<file path="src/common/flash_status_regs.vh">
// Status register bit positions, reset values and default opcodes
`ifndef FLASH_STATUS_REGS_VH
`define FLASH_STATUS_REGS_VH

// Status register layout
`define STATUS_REG_WIDTH          8
`define STATUS_REG_READY_BIT      7
`define STATUS_REG_ERASE_SUSP_BIT 6
`define STATUS_REG_ERASE_FAIL_BIT 5
`define STATUS_REG_PROG_FAIL_BIT  4
`define STATUS_REG_VPP_LOW_BIT    3
`define STATUS_REG_PROG_SUSP_BIT  2
`define STATUS_REG_LOCK_ABORT_BIT 1
`define STATUS_REG_PART_BUSY_BIT  0

// Reset values
`define STATUS_REG_STICKY_RESET   6'h00
`define DATA_RESET            16'h0000
`define STATUS_HIGH_BYTE      8'h00

// Geometry
`define NUM_PARTITIONS        8
`define PART_ADDR_BITS        3
`define DATA_WIDTH            16

// Default command opcodes, overridable per instance
`define OP_READ_STATUS_DEF    8'h70
`define OP_CLEAR_STATUS_DEF   8'h50
`define OP_PROG_SETUP_DEF     8'h40
`define OP_ERASE_SETUP_DEF    8'h20
`define OP_LOCK_SETUP_DEF     8'h60
`define OP_STREAM_SETUP_DEF   8'h30

`endif

</file>
<file path="src/verilog/status_cell.v">
// Sticky status bits of one partition
`timescale 1ns/1ns
`include "flash_status_regs.vh"

module status_cell (
    // Clock and reset
    input  wire       clock_i,
    input  wire       rst_i,
    // Engine events aimed at this partition
    input  wire       erase_suspend_i,
    input  wire       program_suspend_i,
    input  wire       resume_i,
    input  wire       erase_fail_i,
    input  wire       program_fail_i,
    input  wire       seq_error_i,
    input  wire       lock_abort_i,
    input  wire       op_done_i,
    input  wire       vpp_low_i,
    // Clear-status command for this partition
    input  wire       clear_i,
    // Stored bits 6..1
    output wire [5:0] sticky_o
);

    reg erase_suspended_flag_q;
    reg erase_fail_flag_q;
    reg program_fail_flag_q;
    reg program_voltage_low_flag_q;
    reg program_suspended_flag_q;
    reg locked_block_abort_flag_q;

    // Set wins over clear on every bit
    always @(posedge clock_i or posedge rst_i) begin
        if (rst_i) begin
            erase_suspended_flag_q     <= 1'b0;
            erase_fail_flag_q          <= 1'b0;
            program_fail_flag_q        <= 1'b0;
            program_voltage_low_flag_q <= 1'b0;
            program_suspended_flag_q   <= 1'b0;
            locked_block_abort_flag_q  <= 1'b0;
        end else begin
            // Suspend bits: engine may clear on resume
            if (erase_suspend_i)
                erase_suspended_flag_q <= 1'b1;
            else if (resume_i || clear_i)
                erase_suspended_flag_q <= 1'b0;
            if (program_suspend_i)
                program_suspended_flag_q <= 1'b1;
            else if (resume_i || clear_i)
                program_suspended_flag_q <= 1'b0;
            // Error bits: only the clear command removes them
            if (erase_fail_i || seq_error_i)
                erase_fail_flag_q <= 1'b1;
            else if (clear_i)
                erase_fail_flag_q <= 1'b0;
            if (program_fail_i || seq_error_i)
                program_fail_flag_q <= 1'b1;
            else if (clear_i)
                program_fail_flag_q <= 1'b0;
            if (op_done_i && vpp_low_i)
                program_voltage_low_flag_q <= 1'b1;
            else if (clear_i)
                program_voltage_low_flag_q <= 1'b0;
            if (lock_abort_i)
                locked_block_abort_flag_q <= 1'b1;
            else if (clear_i)
                locked_block_abort_flag_q <= 1'b0;
        end
    end

    assign sticky_o = {erase_suspended_flag_q, erase_fail_flag_q, program_fail_flag_q,
                       program_voltage_low_flag_q, program_suspended_flag_q, locked_block_abort_flag_q};

endmodule // status_cell

</file>
<file path="src/verilog/partition_status_unit.v">
// Per-partition status register, read-status mode and clear-status logic
`timescale 1ns/1ns
`include "flash_status_regs.vh"

module partition_status_unit #(
    parameter       NUM_PARTS       = `NUM_PARTITIONS,
    parameter       PART_BITS       = `PART_ADDR_BITS,
    parameter [7:0] OP_READ_STATUS  = `OP_READ_STATUS_DEF,
    parameter [7:0] OP_CLEAR_STATUS = `OP_CLEAR_STATUS_DEF,
    parameter [7:0] OP_PROG_SETUP   = `OP_PROG_SETUP_DEF,
    parameter [7:0] OP_ERASE_SETUP  = `OP_ERASE_SETUP_DEF,
    parameter [7:0] OP_LOCK_SETUP   = `OP_LOCK_SETUP_DEF,
    parameter [7:0] OP_STREAM_SETUP = `OP_STREAM_SETUP_DEF
) (
    // Clock and reset
    input  wire                   clock_i,
    input  wire                   rst_i,
    // Flash bus, sampled synchronously
    input  wire                   chip_en_n_i,
    input  wire                   out_en_n_i,
    input  wire                   write_en_n_i,
    input  wire                   burst_read_i,
    input  wire [PART_BITS-1:0]   part_addr_i,
    input  wire [15:0]            data_i,
    // Write state machine report
    input  wire                   engine_busy_i,
    input  wire [PART_BITS-1:0]   engine_part_i,
    input  wire                   stream_active_i,
    input  wire                   stream_word_busy_i,
    input  wire                   vpp_low_i,
    // Write state machine event pulses, for engine_part_i
    input  wire                   erase_suspend_i,
    input  wire                   program_suspend_i,
    input  wire                   resume_i,
    input  wire                   erase_fail_i,
    input  wire                   program_fail_i,
    input  wire                   seq_error_i,
    input  wire                   lock_abort_i,
    input  wire                   op_done_i,
    // Read data path
    output reg  [15:0]            data_o,
    output reg                    data_oe_o,
    // Partition read modes
    output reg  [NUM_PARTS-1:0]   status_mode_o,
    output reg                    burst_refused_o
);

    localparam [2:0] ST_IDLE  = 3'b001;
    localparam [2:0] ST_READ  = 3'b010;
    localparam [2:0] ST_WRITE = 3'b100;

    // Partition index to one-hot select
    function [NUM_PARTS-1:0] part_decode;
        input [PART_BITS-1:0] idx;
        integer k;
        begin
            part_decode = {NUM_PARTS{1'b0}};
            for (k = 0; k < NUM_PARTS; k = k + 1) begin
                if (idx == k[PART_BITS-1:0])
                    part_decode[k] = 1'b1;
            end
        end
    endfunction

    // Opcode that opens a two-cycle sequence
    function is_setup;
        input [7:0] op;
        begin
            is_setup = (op == OP_PROG_SETUP) || (op == OP_ERASE_SETUP) ||
                       (op == OP_LOCK_SETUP) || (op == OP_STREAM_SETUP);
        end
    endfunction

    reg  [2:0]           bus_state_q;
    reg  [2:0]           bus_state_d;
    reg  [PART_BITS-1:0] wr_part_q;
    reg  [7:0]           wr_cmd_q;
    reg  [NUM_PARTS-1:0] pending_setup_q;
    reg  [NUM_PARTS-1:0] clear_pulse_q;

    wire                 read_active;
    wire                 write_active;
    wire                 cmd_taken;
    wire                 read_start;
    wire [NUM_PARTS-1:0] wr_sel;
    wire [NUM_PARTS-1:0] ev_sel;
    wire [NUM_PARTS-1:0] rd_sel;
    wire [NUM_PARTS*6-1:0] sticky_all;
    wire [NUM_PARTS-1:0] part_busy_bit;
    wire                 engine_ready;

    assign read_active  = !chip_en_n_i && !out_en_n_i && write_en_n_i;
    assign write_active = !chip_en_n_i && !write_en_n_i;
    assign wr_sel       = part_decode(wr_part_q);
    assign ev_sel       = part_decode(engine_part_i);
    assign rd_sel       = part_decode(part_addr_i);
    assign engine_ready = !engine_busy_i;

    // Bus cycle tracker
    always @* begin
        bus_state_d = bus_state_q;
        case (bus_state_q)
            ST_IDLE: begin
                if (write_active)
                    bus_state_d = ST_WRITE;
                else if (read_active)
                    bus_state_d = ST_READ;
            end
            ST_READ: begin
                if (!read_active)
                    bus_state_d = write_active ? ST_WRITE : ST_IDLE;
            end
            ST_WRITE: begin
                if (!write_active)
                    bus_state_d = ST_IDLE;
            end
            default: bus_state_d = ST_IDLE;
        endcase
    end

    // Command taken as the write strobe ends
    assign cmd_taken  = (bus_state_q == ST_WRITE) && !write_active;
    // A read opens once both enables are low with write enable high
    assign read_start = (bus_state_q != ST_READ) && (bus_state_d == ST_READ);

    always @(posedge clock_i or posedge rst_i) begin
        if (rst_i) begin
            bus_state_q <= ST_IDLE;
            wr_part_q   <= {PART_BITS{1'b0}};
            wr_cmd_q    <= 8'h00;
        end else begin
            bus_state_q <= bus_state_d;
            if (write_active) begin
                wr_part_q <= part_addr_i;
                wr_cmd_q  <= data_i[7:0];
            end
        end
    end

    // Per-partition read mode
    always @(posedge clock_i or posedge rst_i) begin
        if (rst_i) begin
            status_mode_o   <= {NUM_PARTS{1'b0}};
            pending_setup_q <= {NUM_PARTS{1'b0}};
            clear_pulse_q   <= {NUM_PARTS{1'b0}};
        end else begin
            clear_pulse_q <= {NUM_PARTS{1'b0}};
            if (cmd_taken) begin
                // Only the addressed partition changes mode
                if (pending_setup_q[wr_part_q]) begin
                    status_mode_o[wr_part_q]   <= 1'b1;
                    pending_setup_q[wr_part_q] <= 1'b0;
                end else if (wr_cmd_q == OP_READ_STATUS) begin
                    status_mode_o[wr_part_q] <= 1'b1;
                end else if (wr_cmd_q == OP_CLEAR_STATUS) begin
                    // Mode left as is; voltage level not consulted
                    clear_pulse_q <= wr_sel;
                end else if (is_setup(wr_cmd_q)) begin
                    status_mode_o[wr_part_q]   <= 1'b1;
                    pending_setup_q[wr_part_q] <= 1'b1;
                end else begin
                    status_mode_o[wr_part_q] <= 1'b0;
                end
            end
        end
    end

    // Status bit storage, one cell per partition
    genvar g;
    generate
        for (g = 0; g < NUM_PARTS; g = g + 1) begin : g_part
            status_cell u_cell (
                .clock_i           (clock_i),
                .rst_i             (rst_i),
                .erase_suspend_i   (erase_suspend_i && ev_sel[g]),
                .program_suspend_i (program_suspend_i && ev_sel[g]),
                .resume_i          (resume_i && ev_sel[g]),
                .erase_fail_i      (erase_fail_i && ev_sel[g]),
                .program_fail_i    (program_fail_i && ev_sel[g]),
                .seq_error_i       (seq_error_i && ev_sel[g]),
                .lock_abort_i      (lock_abort_i && ev_sel[g]),
                .op_done_i         (op_done_i && ev_sel[g]),
                .vpp_low_i         (vpp_low_i),
                .clear_i           (clear_pulse_q[g]),
                .sticky_o          (sticky_all[g*6 +: 6])
            );
            // Busy encoding; never set while the engine is ready
            assign part_busy_bit[g] = engine_busy_i &&
                                      (stream_active_i ? stream_word_busy_i : !ev_sel[g]);
        end
    endgenerate

    // Snapshot mux for the addressed partition
    reg [7:0] status_now;
    integer   m;
    always @* begin
        status_now = 8'h00;
        for (m = 0; m < NUM_PARTS; m = m + 1) begin
            if (rd_sel[m])
                status_now = {engine_ready, sticky_all[m*6 +: 6], part_busy_bit[m]};
        end
    end

    // Read path: latch on read start, drive while a non-burst read of a status-mode partition stands
    always @(posedge clock_i or posedge rst_i) begin
        if (rst_i) begin
            data_o          <= `DATA_RESET;
            data_oe_o       <= 1'b0;
            burst_refused_o <= 1'b0;
        end else begin
            burst_refused_o <= 1'b0;
            if (read_start) begin
                data_o <= {`STATUS_HIGH_BYTE, status_now};
            end
            if (read_active && status_mode_o[part_addr_i]) begin
                if (burst_read_i) begin
                    data_oe_o       <= 1'b0;
                    burst_refused_o <= read_start;
                end else begin
                    data_oe_o <= 1'b1;
                end
            end else begin
                data_oe_o <= 1'b0;
            end
        end
    end

endmodule // partition_status_unit

</file>
<file path="config.mk">
export PLATFORM = sky130hd
export DESIGN_NAME = partition_status_unit
export DESIGN_NICKNAME = d
export VERILOG_FILES = /design/src/verilog/status_cell.v /design/src/verilog/partition_status_unit.v
export VERILOG_INCLUDE_DIRS = /design/src /design/src/common
export SDC_FILE = /design/constraint.sdc
export NUM_CORES = 1
export LEC_CHECK = 0
export BUFFER_PORTS_ARGS = -buffer_cell sky130_fd_sc_hd__buf_2
export CAP_MARGIN = 10
export CORE_UTILIZATION = 52
export CTS_BUF_LIST = sky130_fd_sc_hd__clkbuf_4 sky130_fd_sc_hd__clkbuf_8 sky130_fd_sc_hd__clkbuf_16
export DETAILED_ROUTE_END_ITERATION = 7
export GPL_ROUTABILITY_DRIVEN = 0
export PLACE_DENSITY_LB_ADDON = 0.08
export SLEW_MARGIN = 20
export SYNTH_ARGS = -nofsm -noshare
export SYNTH_HDL_FRONTEND = slang
export SYNTH_SLANG_ARGS = --single-unit
</file>
<file path="constraint.sdc">
create_clock -name clock_i -period 3.43 [get_ports clock_i]
set_clock_uncertainty 0.05 [all_clocks]
set_input_delay 0.8575 -clock clock_i [delete_from_list [all_inputs] [get_ports clock_i]]
set_output_delay 0.8575 -clock clock_i [all_outputs]
set_load 0.01 [all_outputs]
</file>
**After elaboration in Yosys (flattened, before gate mapping)**

Cells that the tools add are included.

- Register bits after elaboration: 96
- Input bits: 40
- Word-level logic and storage cells: 413

- Magnitude comparators: 3
- Equality and inequality tests: 35
- Mux-type cells: 132
- Bitwise logic cells: 5
- Reduce and logical (&&, ||, !) cells: 181

Operators with widths:

| operator | number |
|---|---|
| $mux W8 | 20 |
| $mux W1 | 103 |
| $reduce_bool A2 Y1 | 49 |
| $logic_and A1 B1 Y1 | 87 |
| $eq A3 B3 Y1 const B | 13 |
| $eq A8 B7 Y1 const B | 4 |
| $logic_or A1 B1 Y1 | 27 |
| $eq A3 B2 Y1 const B | 8 |
| $and A8 B8 Y8 | 2 |
| $eq A8 B6 Y1 const B | 2 |
| $or A8 B8 Y8 | 2 |
| $mux W3 | 5 |
| $logic_not A1 Y1 | 13 |
| $eq A3 B1 Y1 const B | 4 |
| $logic_not A3 Y1 | 3 |
| $pmux W3 S3 | 1 |
| $lt A3 B4 Y1 const B | 2 |
| $not A8 Y8 | 1 |
| $bmux W1 S3 | 2 |
| $ne A2 B2 Y1 const B | 2 |
| $reduce_and A4 Y1 | 1 |
| $demux W1 S3 | 1 |
| $ge A3 B1 Y1 const B | 1 |
| $ne A3 B2 Y1 const B | 1 |
| 2 further kinds | 2 |

**Longest topological paths before layout**

Gate-level depths: netlist of run 1.

- Depth after elaboration: 13
- Depth in mapped cells: 7

**By module**

A second synthesis of run 1 with hierarchy kept.

- Cell total of the unflattened synthesis: 534
- Area total of the unflattened synthesis: 5,385.2 sq um

By module, submodules not included:

| module | instances | cells each | area an instance (sq um) | seq. area each (sq um) |
|---|---|---|---|---|
| partition_status_unit | 1 | 366 | 3,323.2 | 1,202.4 |
| status_cell | 8 | 21 | 257.7 | 150.1 |

**Worst setup path after synthesis of run 1**

Ideal clock, no wire load.

- Path type: in2reg
- Start point: input chip_en_n_i
- End point: register data_o[0]
- Arrival time: 2.239 ns
- Data required time: 3.256 ns
- Path slack: 1.017 ns
- Stages on the path: 6
- Path buffers: 2
- Path through: or3b_1 or4b_1 buf_2 buf_2 a21oi_1 o21ai_1

- Word-level cells in the longest chain between the ends: 8
- Elaborated cells between the ends (all ways): 12
- Classes of those cells: eq/ne (1); mux (6); reduce/logical (5)

Ends and longest elaborated chain:

| element | RTL line | text |
|---|---|---|
| start: declaration | partition_status_unit.v:19 | `input wire chip_en_n_i,` |
| $logic_not A1 Y1 (*) | partition_status_unit.v:92, partition_status_unit.v:93 |  |
| $logic_and A1 B1 Y1 (2 in series) | partition_status_unit.v:92 | `assign read_active = !chip_en_n_i && !out_en_n_i && write_en_n_i;` |
| $mux W3 | partition_status_unit.v:106 | `else if (read_active)` |
| $mux W3 | partition_status_unit.v:104 | `if (write_active)` |
| $pmux W3 S3 (*) | partition_status_unit.v:102 | `case (bus_state_q)` |
| $eq A3 B2 Y1 (*) | partition_status_unit.v:124 | `assign read_start = (bus_state_q != ST_READ) && (bus_state_d == ST_READ);` |
| $logic_and A1 B1 Y1 (*) | partition_status_unit.v:124 |  |
| end signal: assignment | partition_status_unit.v:207 | `` data_o <= `DATA_RESET; `` |
| end signal: assignment | partition_status_unit.v:213 | `` data_o <= {`STATUS_HIGH_BYTE, status_now}; `` |
| end: declaration | partition_status_unit.v:41 | `output reg [15:0] data_o,` |

Mark *: on every way between the ends. The rest lies on a longest branch, timed or not.
A chain may end at the register's enable or synchronous reset.

**Worst setup path after layout of run 1**

Ends and elaborated chain as after synthesis.

==> results_dict.tcl, run 1 <==
set metrics [dict create \
    timing_hold_violations_final 0 \
    firstDrtPassIters 5 \
    critical_path_class "primary input to flop" \
    ys.flop_type "dfrtp_1" \
    power_frac_seq_pct 50.3 \
    cts_root_buf "clkbuf_8" \
    hpwl_um 7410 \
    die_area_um2 9240 \
    grt_remaining_overflow 0 \
    diodes 0 \
    syn_area_per_cell_um2 10.1 \
    switching_share_pct 27.4 \
    async_reset_ff_share_pct 100 \
    synth_top_area_share_pct 51.6 \
    yosys.area.top_type "dfrtp_1" \
    drt_wl_total_um 10700 \
    antenna_found_initial 0 \
    rsz0062_at_grt "false" \
    fmax_mhz 391 \
    wire_per_inst_um 17.8 \
    cp_cell_sequence "buf_2, or3b_1, or4b_1, nor4_1, a21oi_1, o21ai_1" \
    start_kind "primary input" \
    tns_ps 0 \
    cts_inserted_buffers 9 \
    core.rowCount 33 \
    synth_most_common_cell "dfrtp_1" \
    setup_violations 0 \
    cts_tree "done" \
    ys_ff_latch 96 \
    drt_iter0_markers 252 \
    cp-end-kind "flop" \
    vias 3481 \
    clk_path_buf_depth 2 \
    synth.distinct_cells 55 \
    clockPowerShare_pct 34.2 \
    p_sw_mw 0.717 \
    power.density_nw_per_um2 510 \
    dieHeight_um 96.1 \
    critical_path_required_ps 3670 \
    power.leakage_nw 2.51 \
    max_stage_delay_ps 840 \
    via_per_inst 5.80 \
    synth.top_cells.by_count "dfrtp_1 (95), inv_1 (37), nand2_1 (37), a21oi_1 (31), o22ai_1 (30)" \
    cts.sinks 96 \
    yosys_warnings 0 \
    total_power_mw 2.62 \
    clk_pin_slew_ps 100 \
    grt_pass1_wl_um 17600 \
    synth_edf_count 0 \
    clk_latency_ps 360 \
    synth_cells 455 \
    ios 66 \
    grt_max_degree 54 \
    final_net_count 530 \
    yosysSeqAreaShare_pct 52.2 \
    ys_top_cells_by_area "dfrtp_1 (52%), a22o_1 (4.2%), o22ai_1 (4.1%), a21oi_1 (3.4%), inv_1 (3.0%)" \
    status "complete, no violations" \
    worstMarginPinSlew_ps 715 \
    relSlewSlack_pct 52.1 \
    cts_hold_buf 0 \
    min_period_ps 2560 \
    h-tree-depth 3 \
    max-vdd-ir-drop_mv 0.252 \
    ant_nets 0 \
    slew_viol_final 0 \
    grt_usage_pct 25.7 \
    drc 0 \
    timing.final.crit_share_pct 74.5 \
    syn_to_final_growth_pct 11.4 \
    critPathMaxFanout 18 \
    core_um2 8380 \
    slowest_stage "or4b_1" \
    drv_cap 0 \
    die-width_um 96.1 \
    synth_area_um2 4610 \
    grt_pass1_vias 3406 \
    crit_arrival_ps 2800 \
    cts-resized-gates 0 \
    comb_power_share_pct 15.5 \
    p_int_mw 1.90 \
    drive_above_1_share_pct 19.0 \
    initial_core_util_pct 54.9 \
    min_path_type "flop to flop" \
    io_buffer_count 49 \
    post-cts-setup-buffer-count 0 \
]
-- worst paths after layout --
check                                               from                                                       to  slack, ps  cells after the start
worst min register to register     data_o[3]$_DFFE_PP0P_                                    data_o[3]$_DFFE_PP0P_        430                      1
worst max-delay path                         chip_en_n_i                                    data_o[0]$_DFFE_PP0P_        870                      6
min in group asynchronous                          rst_i  g_part[1].u_cell.program_voltage_low_flag_q$_DFFE_PP0P_        530                      2
max in group asynchronous                          rst_i                                 bus_state_q[0]$_DFF_PP1_       2090                      3
worst min-delay path               data_o[3]$_DFFE_PP0P_                                    data_o[3]$_DFFE_PP0P_        430                      1
worst max register to register  wr_part_q[1]$_DFFE_PP0P_                                                     flop       1020                      5
-- power by group through the flow --
stage | clock network (mW) | registers (mW) | logic, mW
6_report | 0.894 | 1.32 | 0.404
4_1_cts | 0.903 | 1.32 | 0.407
5_1_grt | 0.944 | 1.33 | 0.452
3_5_place_dp | 0 | 1.34 | 0.405
2_1_floorplan | 0 | 1.32 | 0.282
3_3_place_gp | 0 | 1.33 | 0.397
-- logic make-up after synthesis --
group / synth area share, %
compound gates: 19.8
mux: 7.14
flops: 52.2
xor+xnor: 0.571
simple gates: 13.4
buf+inv: 6.79
other cells: 0.0814
-- stage by stage --
stage	util, %	instances	hold slack (ps)	setup slack (ps)	cell area, µm²
2_1_floorplan	-	462	411	18.8	4630
3_3_place_gp	58.3	584	409	537	4890
3_5_place_dp	58.3	584	416	511	4890
4_1_cts	61.2	600	438	888	5130
5_1_grt	61.2	600	475	758	5130
6_report	61.2	600	433	875	5130
-- cell usage in the layout, fill, tap and decap left out, types with 5 or more instances in the layout --
cell type and instances:
a22o_1 22, nand2b_1 6, clkbuf_8 9, nor4_1 8
mux2_1 8, a221oi_1 6, inv_1 36, o22a_1 6
nand3_1 6, buf_2 49, nor3_1 5, o22ai_1 30
mux2_2 11, o211ai_1 5, nor3b_1 5, nor2b_1 8
a21o_1 6, nand2_1 37, o21ai_0 18, mux2i_1 7
a21oi_1 31, dfrtp_1 95, conb_1 8, nor2_1 21
-- routing by layer --
| layer | routed length [µm] | track usage [%] |
|---|---|---|
| met1 | 5570 | 40.3 |
| met2 | 4560 | 36.6 |
| met3 | 436 | 3.48 |
| met4 | 138 | 8.46 |
| met5 | 0 | 0 |
-- critical path, delay by kind of cell --
family / cells / cell delay (ps)
AO/OA/AOI/OAI: 2 / 160
buffers and inverters: 1 / 110
AND/OR/NAND/NOR: 3 / 1660
-- final cells by class --
class                      instances  area (µm²)
clock buffer                       9         124
clock inverter                     7         119
fill                             711        3250
inverter                          37         141
multi-input combinational        292        1920
sequential                        96        2400
tap                              105         131
timing repair buffer              54         295
Note: power is estimated with default switching activity, not from simulation.
==> run 2: changes to the inputs <==
==> constraint.sdc (replaced) <==
create_clock -name clock_i -period 2.3 [get_ports clock_i]
set_clock_uncertainty 0.05 [all_clocks]
set_input_delay 0.575 -clock clock_i [delete_from_list [all_inputs] [get_ports clock_i]]
set_output_delay 0.575 -clock clock_i [all_outputs]
set_load 0.01 [all_outputs]
==> run 2 against run 1 <==
  * Sequential share of layout area fell by 0.78 points
  * Global-route usage decreased by 0.41 points
  * Power grew 38%
  * Cell area up 1.7%
  * Combinational power increased by 60%
  * Worst setup slack worse by 760 ps
  * Die area is the same
==> results_dict.tcl, run 2 (synthesis results as in run 1) <==
set metrics [dict create \
    cts_root_buf "clkbuf_8" \
    cts_hold_buf 0 \
    power_frac_seq_pct 54.2 \
    switching_share_pct 29.4 \
    setup_violations 0 \
    grt_remaining_overflow 0 \
    drt_iter0_markers 199 \
    rsz0062_at_grt "false" \
    core_um2 8380 \
    die-width_um 96.1 \
    vias 3631 \
    ios 66 \
    slew_viol_final 0 \
    start_kind "flop" \
    min_period_ps 2190 \
    worstMarginPinSlew_ps 546 \
    io_buffer_count 49 \
    timing_hold_violations_final 0 \
    crit_arrival_ps 2380 \
    clockPowerShare_pct 27.8 \
    hpwl_um 7740 \
    h-tree-depth 3 \
    diodes 0 \
    ant_nets 0 \
    final_cell_mix "dfrtp_1 (95), buf_2 (49), nand2_1 (37), inv_1 (36), a21oi_1 (31)" \
    power.leakage_nw 2.57 \
    tns_ps 0 \
    firstDrtPassIters 4 \
    p_sw_mw 1.06 \
    grt_pass1_vias 3469 \
    core.rowCount 33 \
    antenna_found_initial 0 \
    die_area_um2 9240 \
    dieHeight_um 96.1 \
    grt_max_degree 97 \
    max-vdd-ir-drop_mv 0.406 \
    critical_path_required_ps 2500 \
    clk_pin_slew_ps 90 \
    cts-resized-gates 0 \
    cts.sinks 96 \
    critical_path_class "flop to flop" \
    min_path_type "primary input to asynchronous set/reset pin" \
    clk_latency_ps 360 \
    drc 0 \
    status "complete, no violations" \
    post-cts-setup-buffer-count 0 \
    initial_core_util_pct 54.9 \
    grt_usage_pct 25.3 \
    comb_power_share_pct 18.0 \
    syn_to_final_growth_pct 13.3 \
    power.density_nw_per_um2 690 \
    cts_tree "done" \
    via_per_inst 5.86 \
    final_util_pct 62.2 \
    grt_pass1_wl_um 17400 \
    wire_per_inst_um 17.4 \
    p_int_mw 2.54 \
    drive_above_1_share_pct 22.1 \
    final_common_cell "dfrtp_1" \
    critPathMaxFanout 8 \
    cts_inserted_buffers 9 \
    cp-end-kind "flop" \
    clk_path_buf_depth 2 \
    final_net_count 550 \
    fmax_mhz 458 \
    timing.final.crit_share_pct 95.0 \
    relSlewSlack_pct 63.4 \
    drt_wl_total_um 10800 \
    drv_cap 0 \
]
==> run 2: per-stage QoR <==
stage               total power [mW]  std cells  area (µm²)  hold WS [ps]  setup slack, ps
finish                          3.60        620        5220           258              115
global route                    3.78        620        5220           318             28.9
CTS                             3.62        620        5220           313              110
detailed placement              2.63        604        5040           415            -34.2
global placement                2.61        604        5040           409            -30.8
floorplan                       2.39        462        4640           411              170
==> run 2: per-layer routing <==
layer  part of all wire [%]  track usage [%]
met5                      0                0
met4                    1.1             7.71
met3                    4.5             3.55
met2                     45             37.4
met1                     50             38.6
==> run 2: power by group through the flow <==
stage               clock network (mW)  logic [mW]  registers [mW]
finish                            1.00       0.646            1.95
global placement                     0       0.629            1.98
global route                      1.10       0.711            1.97
CTS                               1.02       0.648            1.95
floorplan                            0       0.420            1.97
detailed placement                   0       0.645            1.98
==> run 2: area by class of cell <==
cell class	instances	area, µm²
inverter	37	143
sequential	96	2400
clock inverter	6	46.3
clock buffer	10	131
fill	697	3170
multi-input combinational	292	1920
timing repair buffer	74	445
tap	105	131
==> run 2: path summary, 6_finish.rpt <==
kind | start | end | slack, ps | depth (start not counted)
min in group clock_i | burst_read_i | data_oe_o$_DFF_PP0_ | 330 | 2
max | wr_cmd_q[0]$_DFFE_PP0P_ | flop | 110 | 5
max reg2reg | wr_cmd_q[0]$_DFFE_PP0P_ | flop | 110 | 5
min reg2reg | data_o[5]$_DFFE_PP0P_ | data_o[5]$_DFFE_PP0P_ | 430 | 1
max in group asynchronous | rst_i | g_part[7].u_cell.locked_block_abort_flag_q$_DFFE_PP0P_ | 1490 | 3
min | rst_i | g_part[1].u_cell.erase_fail_flag_q$_DFFE_PP0P_ | 260 | 3
==> run 2: worst max-delay path, stage by stage (launching register included) <==
cell,delay (ps)
dfrtp_1,390
or4_4,550
or3b_4,400
a31oi_4,250
nor4_1,110
mux2_1,320
